[src/logic/octal_switch_defines.svh]
`ifndef OCTAL_SWITCH_DEFINES_SVH
`define OCTAL_SWITCH_DEFINES_SVH

// Clock rate of clk_i in MHz (50 ns period)
`define CLK_FREQ_MHZ            20

// Timing figures in microseconds
`define FAULT_QUALIFY_TIME_US   100
`define FAULT_QUALIFY_MAX_US    300
`define STARTUP_WAIT_TIME_US    100
`define RESET_LOW_TIME_US       100
`define TURN_ON_DELAY_US        50
`define TURN_OFF_DELAY_US       100

// Derived cycle counts (least times round up; these are exact at 20 MHz)
`define FAULT_QUALIFY_CYCLES    (`FAULT_QUALIFY_TIME_US * `CLK_FREQ_MHZ)
`define STARTUP_WAIT_CYCLES     (`STARTUP_WAIT_TIME_US * `CLK_FREQ_MHZ)
`define QUAL_CNT_W              13

// Command word field positions
`define CMD_OUT_LSB             0
`define CMD_OUT_MSB             7
`define CMD_OLC_LSB             8
`define CMD_OLC_MSB             15
`define CMD_W                   16
`define BIT_CNT_W               5
`define BITS_PER_FRAME          16

// Outputs five and six within the on/off field
`define OUT_FIVE_BIT            4
`define OUT_SIX_BIT             5

// Positions of the external inputs in the synchroniser vector
`define PIN_SCLK                0
`define PIN_CS_N                1
`define PIN_DIN                 2
`define PIN_EN                  3
`define PIN_DD5                 4
`define PIN_DD6                 5
`define PIN_FAULT_LSB           6
`define PIN_OPEN_LSB            14
`define PIN_W                   22

// Reset values
`define RST_CMD                 16'h0000
`define RST_STATUS              8'h00

`endif

[src/logic/octal_switch_pkg.sv]
`include "octal_switch_defines.svh"

package octal_switch_pkg;

    // Power mode of the block, one-hot
    typedef enum logic [2:0] {
        ST_SLEEP   = 3'b001,
        ST_STARTUP = 3'b010,
        ST_ACTIVE  = 3'b100
    } mode_t;

    typedef logic [`CMD_W-1:0] cmd_word_t;
    typedef logic [7:0]        lane_t;
    typedef logic [`PIN_W-1:0] pin_vec_t;

endpackage : octal_switch_pkg

[src/logic/octal_switch_serial_control.sv]
`timescale 1ns/1ps
`include "octal_switch_defines.svh"

// Contract
// - Fault bit sets only after the condition persists 100 to 300 us.
// - Outputs start switching on within 50 us, off within 100 us.
// - Serial output driven only while chip-select is low.
// - Command acts only at chip-select rising edge.
// - Serial input sampled on each serial clock falling edge while selected.
// - Next bit goes onto serial output on each serial clock rising edge.
// - Chip-select high: ignore clock and data, serial output released.
// - Command one turns output on, zero off, at chip-select rise.
// - A command is sixteen bits within one chip-select low period.
// - Faulted outputs report one, healthy outputs zero.
// - Off output with detection current disabled reports zero; the code still sets the bit on a qualified fault_raw_i.
// - First eight rising edges give zeros, next eight give driver status.
// - Words move MSB first, shift register first-in first-out.
// - Outputs and fault detection work only while enable is high.
// - Enable low turns outputs and detection current off, enters sleep.
// - Logic resets on the rising edge of enable.
// - Bits 15..8 detection current eight..one, bits 7..0 outputs eight..one.
// - Direct drive inputs OR with command bits of outputs five and six.
// - Shift register passes host data through for daisy chaining.
module octal_switch_serial_control #(
    parameter int QUALIFY_CYCLES = `FAULT_QUALIFY_CYCLES, // Fault persistence count
    parameter int STARTUP_CYCLES = `STARTUP_WAIT_CYCLES   // Wait after enable rise
) (
    input  wire logic                       clk_i,                 // 20 MHz system clock
    input  wire logic                       sys_rst_i,             // Synchronous reset, active high
    input  wire logic                       sclk_i,                // Serial clock from host
    input  wire logic                       cs_n_i,                // Chip select, active low
    input  wire logic                       serial_in_i,           // Serial data from host
    input  wire logic                       enable_i,              // Device enable pin
    input  wire logic                       direct_drive_five_i,   // Direct drive of output five
    input  wire logic                       direct_drive_six_i,    // Direct drive of output six
    input  wire octal_switch_pkg::lane_t    fault_raw_i,           // Short, overcurrent or thermal_limit_fault
    input  wire octal_switch_pkg::lane_t    open_off_raw_i,        // Open load seen while output off
    output logic                            serial_out_o,          // Serial data to host
    output logic                            serial_out_oe_o,       // Serial output drive enable
    output octal_switch_pkg::lane_t         output_on_o,           // Gate command per output
    output octal_switch_pkg::lane_t         open_load_current_o,   // Detection current enable per output
    output octal_switch_pkg::lane_t         fault_status_o,        // Qualified fault status
    output logic                            sleep_o,               // Device in sleep
    output logic                            spi_ready_o            // Serial interface active
);
    import octal_switch_pkg::*;

    localparam logic [`QUAL_CNT_W-1:0] QUAL_TOP = QUALIFY_CYCLES[`QUAL_CNT_W-1:0];
    localparam logic [`QUAL_CNT_W-1:0] START_TOP = STARTUP_CYCLES[`QUAL_CNT_W-1:0];
    localparam logic [`BIT_CNT_W-1:0]  FRAME_BITS = `BIT_CNT_W'(`BITS_PER_FRAME);

    typedef struct packed {
        pin_vec_t                           s1;        // Synchroniser first stage
        pin_vec_t                           s2;        // Second stage
        pin_vec_t                           s3;        // Third stage
        pin_vec_t                           filt;      // Accepted input levels
        mode_t                              mode;      // Power mode
        logic [`QUAL_CNT_W-1:0]             start_cnt; // Startup wait counter
        logic                               in_frame;  // Chip-select low seen while active
        logic [`BIT_CNT_W-1:0]              bit_cnt;   // Falling edges this frame, saturating
        cmd_word_t                          shreg;     // Shared in/out shift register
        cmd_word_t                          cmd;       // Latched command word
        logic [7:0][`QUAL_CNT_W-1:0]        qual_cnt;  // Fault persistence counters
        lane_t                              status;    // Qualified fault bits
        logic                               sdo;       // Serial output bit
        logic                               sdo_oe;    // Serial output enable
        lane_t                              out_on;    // Output gate drive
        lane_t                              olc;       // Detection current drive
        logic                               sleep;     // Sleep indicator
        logic                               ready;     // Interface active
    } state_t;

    state_t   st;
    state_t   next_st;
    pin_vec_t pins;

    // Rising edge of a filtered level between this cycle and the next
    function automatic logic rose(input logic prev, input logic now);
        rose = ~prev & now;
    endfunction : rose

    assign pins = {open_off_raw_i, fault_raw_i, direct_drive_six_i, direct_drive_five_i,
                   enable_i, serial_in_i, cs_n_i, sclk_i};

    // Next-state logic for the whole block
    always_comb begin
        logic  en_lvl;
        logic  en_up;
        logic  cs_fall;
        logic  cs_rise;
        logic  sclk_fall;
        logic  sclk_up;
        logic  cond;
        lane_t fault_in;
        lane_t open_in;
        lane_t drive;
        en_lvl    = 1'b0;
        en_up     = 1'b0;
        cs_fall   = 1'b0;
        cs_rise   = 1'b0;
        sclk_fall = 1'b0;
        sclk_up   = 1'b0;
        cond      = 1'b0;
        fault_in  = 8'h00;
        open_in   = 8'h00;
        drive     = 8'h00;
        next_st   = st;

        // Three-stage synchroniser; a change counts once stages two and three agree
        next_st.s1   = pins;
        next_st.s2   = st.s1;
        next_st.s3   = st.s2;
        next_st.filt = ((st.s2 ~^ st.s3) & st.s3) | ((st.s2 ^ st.s3) & st.filt);

        en_lvl    = next_st.filt[`PIN_EN];
        en_up     = rose(st.filt[`PIN_EN], next_st.filt[`PIN_EN]);
        cs_fall   = rose(~st.filt[`PIN_CS_N], ~next_st.filt[`PIN_CS_N]);
        cs_rise   = rose(st.filt[`PIN_CS_N], next_st.filt[`PIN_CS_N]);
        sclk_fall = rose(~st.filt[`PIN_SCLK], ~next_st.filt[`PIN_SCLK]);
        sclk_up   = rose(st.filt[`PIN_SCLK], next_st.filt[`PIN_SCLK]);
        fault_in  = next_st.filt[`PIN_FAULT_LSB +: 8];
        open_in   = next_st.filt[`PIN_OPEN_LSB +: 8];

        // Power mode sequencing
        case (st.mode)
            ST_SLEEP: begin
                if (en_up) begin
                    // Power-on reset of the logic on enable rise
                    next_st.mode      = ST_STARTUP;
                    next_st.start_cnt = '0;
                    next_st.cmd       = `RST_CMD;
                    next_st.shreg     = `RST_CMD;
                end
            end
            ST_STARTUP: begin
                if (!en_lvl) begin
                    next_st.mode = ST_SLEEP;
                end else if (st.start_cnt == START_TOP - 1'b1) begin
                    // Serial interface stays deaf until the wait has passed
                    next_st.mode = ST_ACTIVE;
                end else begin
                    next_st.start_cnt = st.start_cnt + 1'b1;
                end
            end
            ST_ACTIVE: begin
                if (!en_lvl) begin
                    next_st.mode = ST_SLEEP;
                end
            end
            default: begin
                next_st.mode = ST_SLEEP;
            end
        endcase

        // Serial frame handling; a frame only starts with a clean chip-select fall
        if (st.mode != ST_ACTIVE || !en_lvl) begin
            next_st.in_frame = 1'b0;
            next_st.sdo_oe   = 1'b0;
            next_st.sdo      = 1'b0;
        end else if (cs_fall) begin
            next_st.in_frame = 1'b1;
            next_st.bit_cnt  = '0;
            next_st.shreg    = {8'h00, st.status};
            next_st.sdo      = 1'b0;
            next_st.sdo_oe   = 1'b1;
        end else if (cs_rise) begin
            next_st.in_frame = 1'b0;
            next_st.sdo_oe   = 1'b0;
            // Short frames are dropped so a glitch cannot reprogram the outputs
            if (st.in_frame && st.bit_cnt >= FRAME_BITS) begin
                next_st.cmd = st.shreg;
            end
        end else if (st.in_frame && !next_st.filt[`PIN_CS_N]) begin
            if (sclk_fall) begin
                // Bits beyond sixteen push older data out toward the next device
                next_st.shreg = {st.shreg[`CMD_W-2:0], next_st.filt[`PIN_DIN]};
                if (st.bit_cnt != FRAME_BITS) begin
                    next_st.bit_cnt = st.bit_cnt + 1'b1;
                end
            end
            if (sclk_up) begin
                next_st.sdo = st.shreg[`CMD_W-1];
            end
        end

        // Output and detection current drive, forced off while disabled
        if (en_lvl && st.mode != ST_SLEEP) begin
            drive                = st.cmd[`CMD_OUT_MSB:`CMD_OUT_LSB];
            drive[`OUT_FIVE_BIT] = drive[`OUT_FIVE_BIT] | next_st.filt[`PIN_DD5];
            drive[`OUT_SIX_BIT]  = drive[`OUT_SIX_BIT] | next_st.filt[`PIN_DD6];
            next_st.out_on       = drive;
            next_st.olc          = st.cmd[`CMD_OLC_MSB:`CMD_OLC_LSB];
        end else begin
            next_st.out_on = 8'h00;
            next_st.olc    = 8'h00;
        end

        // Fault qualification; open-off faults count only with detection current on
        for (int i = 0; i < 8; i++) begin
            cond = en_lvl && (st.mode != ST_SLEEP) &&
                   (fault_in[i] || (!st.out_on[i] && st.olc[i] && open_in[i]));
            if (!cond) begin
                next_st.qual_cnt[i] = '0;
                next_st.status[i]   = 1'b0;
            end else if (st.qual_cnt[i] != QUAL_TOP) begin
                next_st.qual_cnt[i] = st.qual_cnt[i] + 1'b1;
                next_st.status[i]   = (st.qual_cnt[i] == QUAL_TOP - 1'b1);
            end else begin
                next_st.status[i] = 1'b1;
            end
        end

        next_st.sleep = (next_st.mode == ST_SLEEP);
        next_st.ready = (next_st.mode == ST_ACTIVE);
    end

    // State register; reset clears the state except mode, which loads ST_SLEEP, and sleep, which is set
    always_ff @(posedge clk_i) begin
        if (sys_rst_i) begin
            st        <= '0;
            st.mode   <= ST_SLEEP;
            st.cmd    <= `RST_CMD;
            st.status <= `RST_STATUS;
            st.sleep  <= 1'b1;
            st.filt   <= '0;
        end else begin
            st <= next_st;
        end
    end

    // Ports straight from state flops
    assign serial_out_o        = st.sdo;
    assign serial_out_oe_o     = st.sdo_oe;
    assign output_on_o         = st.out_on;
    assign open_load_current_o = st.olc;
    assign fault_status_o      = st.status;
    assign sleep_o             = st.sleep;
    assign spi_ready_o         = st.ready;

endmodule : octal_switch_serial_control

[config.mk]
export PLATFORM = sky130hd
export DESIGN_NAME = octal_switch_serial_control
export DESIGN_NICKNAME = d
export VERILOG_FILES = /design/src/logic/octal_switch_pkg.sv /design/src/logic/octal_switch_serial_control.sv
export VERILOG_INCLUDE_DIRS = /design/src /design/src/logic
export SDC_FILE = /design/constraint.sdc
export NUM_CORES = 1
export LEC_CHECK = 0
export BUFFER_PORTS_ARGS = -buffer_cell sky130_fd_sc_hd__buf_2
export CORE_MARGIN = 2
export CORE_UTILIZATION = 50
export DETAILED_ROUTE_END_ITERATION = 7
export PLACE_DENSITY_LB_ADDON = 0.3
export SYNTH_ARGS = -nofsm -noshare
export SYNTH_HDL_FRONTEND = slang
export SYNTH_SLANG_ARGS = --single-unit
[constraint.sdc]
create_clock -name clk_i -period 4.9 [get_ports clk_i]
set_input_delay 0.98 -clock clk_i [delete_from_list [all_inputs] [get_ports clk_i]]
set_output_delay 0.98 -clock clk_i [all_outputs]
set_load 0.01 [all_outputs]
Yosys cells after proc, flatten, opt, wreduce, memory -nomap -nowiden --
Cells that the tools add are included.
Word-level totals: register bits after elaboration 274, bits of input ports 24, word-level logic and storage cells 194
Operators by class: $add $sub $neg 10, $lt $le $gt $ge 1, equality and inequality tests 29, muxes and demuxes 29, bitwise logic cells 28, reductions and logical operators 65
Operators by type and width (number):
- adder 13 x 1 -> 13 bit (second input constant) | 9
- equality test 13 x 11 -> 1 bit (second input constant) | 9
- inequality test 13 x 11 -> 1 bit (second input constant) | 8
- two-way mux 32 bit | 3
- two-way mux 16 bit | 4
- two-way mux 21 bit | 3
- AND 22 bit | 2
- logical AND 1 bit | 27
- two-way mux 13 bit | 2
- case mux 13 bit (2 select lines) | 1
- two-way mux 22 bit | 1
- OR 22 bit | 1
- XNOR 22 bit | 1
- XOR 22 bit | 1
- OR reduction 2 bit | 10
- inverter 1 bit | 16
- logical NOT 1 bit | 10
- two-way mux 1 bit | 10
- nonzero test 2 bit | 5
- logical OR 1 bit | 9
- two-way mux 3 bit | 3
- case mux 3 bit (3 select lines) | 1
- inequality test 2 bit (second input constant) | 4
- equality test 3 x 1 -> 1 bit (second input constant) | 2
- other kinds (14) | 20

Depth between registers and ports, before layout --
word-level depth 11, mapped depth 8

Worst setup path after synthesis --
Ideal clock, no wire load.
kind in2reg, from in sys_rst_i, to reg st[189] in the netlist's numbering, data arrival time 1.934 ns, required time 4.772 ns, slack 2.838 ns, stages 4, buffers on the path 3, cell sequence buf_1 -> clkbuf_1 -> clkbuf_1 -> nor2_1
RTL lines:
- start: declaration | RTL line octal_switch_serial_control.sv:29 | input wire logic sys_rst_i,
- end signal: assignment | RTL line octal_switch_serial_control.sv:227 | st <= next_st;
- end: declaration | RTL line octal_switch_serial_control.sv:73 | state_t st;
No word-level cell between the ends.

Final worst setup path --
from in sys_rst_i, to reg st, in the netlist fault_status_o[1]
On the way: cells in the longest elaborated chain, start to end 1
Ends and longest elaborated chain:
- OR reduction 2 bit (no line)
Every way passes these cells. A chain may end at the register's enable or synchronous reset.

==> flow_summary.toml <==
[sta]
worst_pin_slew_ps = 955.5
hold_viol = 0
finClkSkew_ps = 12.05
setup_ws_ps = 2320
tns_ps = 0
period_needed_ps = 2580
slew_viol_final = 0
fin_crit_sh = 0.5265
fmax_mhz = 387.6
setup_violations = 0
maxSlewHeadroom = 0.3630
hold_slack_ps = 434.5
rsz0062_at_grt = "no"

[floorplan]
start_util = 0.5078
die_y_um = 152.6
die_area_mm2 = 0.02330
core_area_mm2 = 0.02176
num_rows = 54
die_w_um = 152.6
top_level_ports = 52

[cts]
cts_tree = "done"
cts_resized = 0
htree_levels = 1
postCtsHoldBufs = 0
path_clk_slew_ps = 60
cts_setup_buffers = 0
clock_latency_ps = 530
clock_path_buffers = 3
cts_made_buffers = 28
cts_root_buf = "clkbuf_16"
cts.sinks = 273

[pwr]
p_switching_w = 0.0009148
p_sw_frac = 0.2038
power_frac_seq = 0.503
internal_power_w = 0.003574
p_comb_frac = 0.015
power.density_mw_per_mm2 = 365.3
power_frac_clock = 0.483
leakagePower_nw = 4.265
vdd_drop_max_v = 0.0002635

[route]
dr_total_vias = 7887
ant_nets = 0
totalWireLength_mm = 20.20
post_drt_wl_per_cell_um = 13.35
drtIter0Drc = 389
vias_per_cell = 5.213
drtPass1Iterations = 4
route.detailed.drc = 0

[grt]
grt_overflow = 0
grt_pass1_vias = 7288
grt_pass1_wl_mm = 33.90
grt_max_degree = 97
grtUsageTotal = 0.1683
antenna_found_initial = 0

[final_layout]
layout_common_cells = "dfxtp_1, nor2_1, nand2_1"
fillers = 1940
final_cell_area_mm2 = 0.01229
area_delta_synth_final_pct = 11.25
nNetsFinal = 1276
drive_gt1_frac = 0.09651
regArea_mm2 = 0.005465
multi_input_area_mm2 = 0.005064
final_common_cell = "dfxtp_1"
diodes = 0

[setup_path]
critPathLaunchType = "input pin"
critPathCaptureType = "flop"
crit_type = "input pin to flop"
arrival_ps = 2970
required_ps = 5290
critPathMaxFanout = 34

[placement]
place_area_mm2 = 0.01132
port_buffers = 51
hpwl_mm = 13.38
dpl_worst_slack_ps = 1697
gp_congestion = 0.7922

[hold_path]
min_path_type = "flop to flop"

[logic_synthesis]
syn_area_per_cell_um2 = 9.260
synth_flop_cell = "dfxtp_1"
synth-async-reset-ratio = 0
ys_ff_latch = 273
synth_cells = 1193
syn-cell-area_mm2 = 0.01105
ys_types = 53
synth-edff-count = 0
synth_nets = 1258
yosysSeqAreaShare = 0.4947
yosysWarnings = 0

[outcome]
status = "finished clean"

[run]
maxCapViolations = 0
==> power by group through the flow <==
| stage | Sequential, W | Clock (W) | Combinational (W) |
|---|---|---|---|
| final | 0.00226 | 0.00217 | 0.0000653 |
| after global routing | 0.00226 | 0.00231 | 0.0000745 |
| after CTS | 0.00226 | 0.00223 | 0.0000666 |
| after detailed placement | 0.00231 | 0 | 0.0000658 |
| after global placement | 0.00230 | 0 | 0.0000645 |
| after floorplan | 0.00230 | 0 | 0.0000482 |
==> worst paths after layout <==
| check | start | end | slack, ps | depth (start not counted) |
|---|---|---|---|---|
| setup / recovery | sys_rst_i | fault_status_o[1] | 2320 | 6 |
| hold / removal | next_st[246] | next_st[224] | 430 | 1 |
| setup reg to reg | next_st[211] | fault_status_o[1] | 2340 | 7 |
| hold reg to reg | next_st[246] | next_st[224] | 430 | 1 |
==> critical path, stage by stage <==
cell and delay (ps):
buf_4 220, nor3_2 770, buf_4 320, nand2_1 70
buf_4 180, a2111oi_0 410
==> state kept, by name, summed over array words and instances (netlist names) <==
signal	cells
output_on_o	8
serial_out_o	1
next_st	44
fault_status_o	8
open_load_current_o	8
st	202
sleep_o	1
spi_ready_o	1
==> through the flow <==
| step | util | cells | total power, W |
|---|---|---|---|
| floorplan | - | 1193 | 0.002350 |
| global placement | 0.5205 | 1461 | 0.002369 |
| detailed placement | 0.5205 | 1461 | 0.002371 |
| CTS | 0.5649 | 1513 | 0.004548 |
| global route | 0.5649 | 1513 | 0.004638 |
| finish | 0.5649 | 1513 | 0.004489 |
==> cell usage after synthesis (all sizes together), types with 20 or more instances <==
| library cell | count | area (um^2) |
|---|---|---|
| nand2 | 82 | 307.8 |
| or4 | 20 | 150.1 |
| nor2b | 68 | 425.4 |
| inv | 42 | 157.7 |
| nand4 | 20 | 125.1 |
| a21oi | 71 | 355.3 |
| nor2 | 136 | 510.5 |
| buf | 43 | 270.3 |
| xnor2 | 67 | 586.8 |
| ha | 41 | 513.0 |
| nand3 | 63 | 315.3 |
| nor4 | 25 | 156.4 |
| clkbuf | 24 | 90.09 |
| nor3 | 35 | 191.4 |
| dfxtp | 273 | 5465 |
==> metal layers <==
metal  part of all wire  global-route usage
met1               0.49              0.2303
met2               0.45              0.2782
met3              0.034             0.02418
met4              0.022             0.04850
met5                  0                   0
==> kinds of logic after synthesis <==
group,share of synthesized area
and+or+nand+nor,0.2639
xor gates and xnor gates,0.06501
adders and majority gates,0.04644
buffers and inverters,0.04689
DFF,0.4947
muxes,0.008155
AOI/OAI and AO/OA,0.07487
==> layout make-up <==
cell class / count / area share
Clock buffer: 35 / 0.06414
Clock inverter: 17 / 0.01436
Inverter: 42 / 0.01283
Multi-Input combinational cell: 811 / 0.4120
Sequential cell: 273 / 0.4447
Tap cell: 280 / 0.02851
Timing Repair Buffer: 55 / 0.02342
No activity file was read; power rests on OpenSTA's default activity.
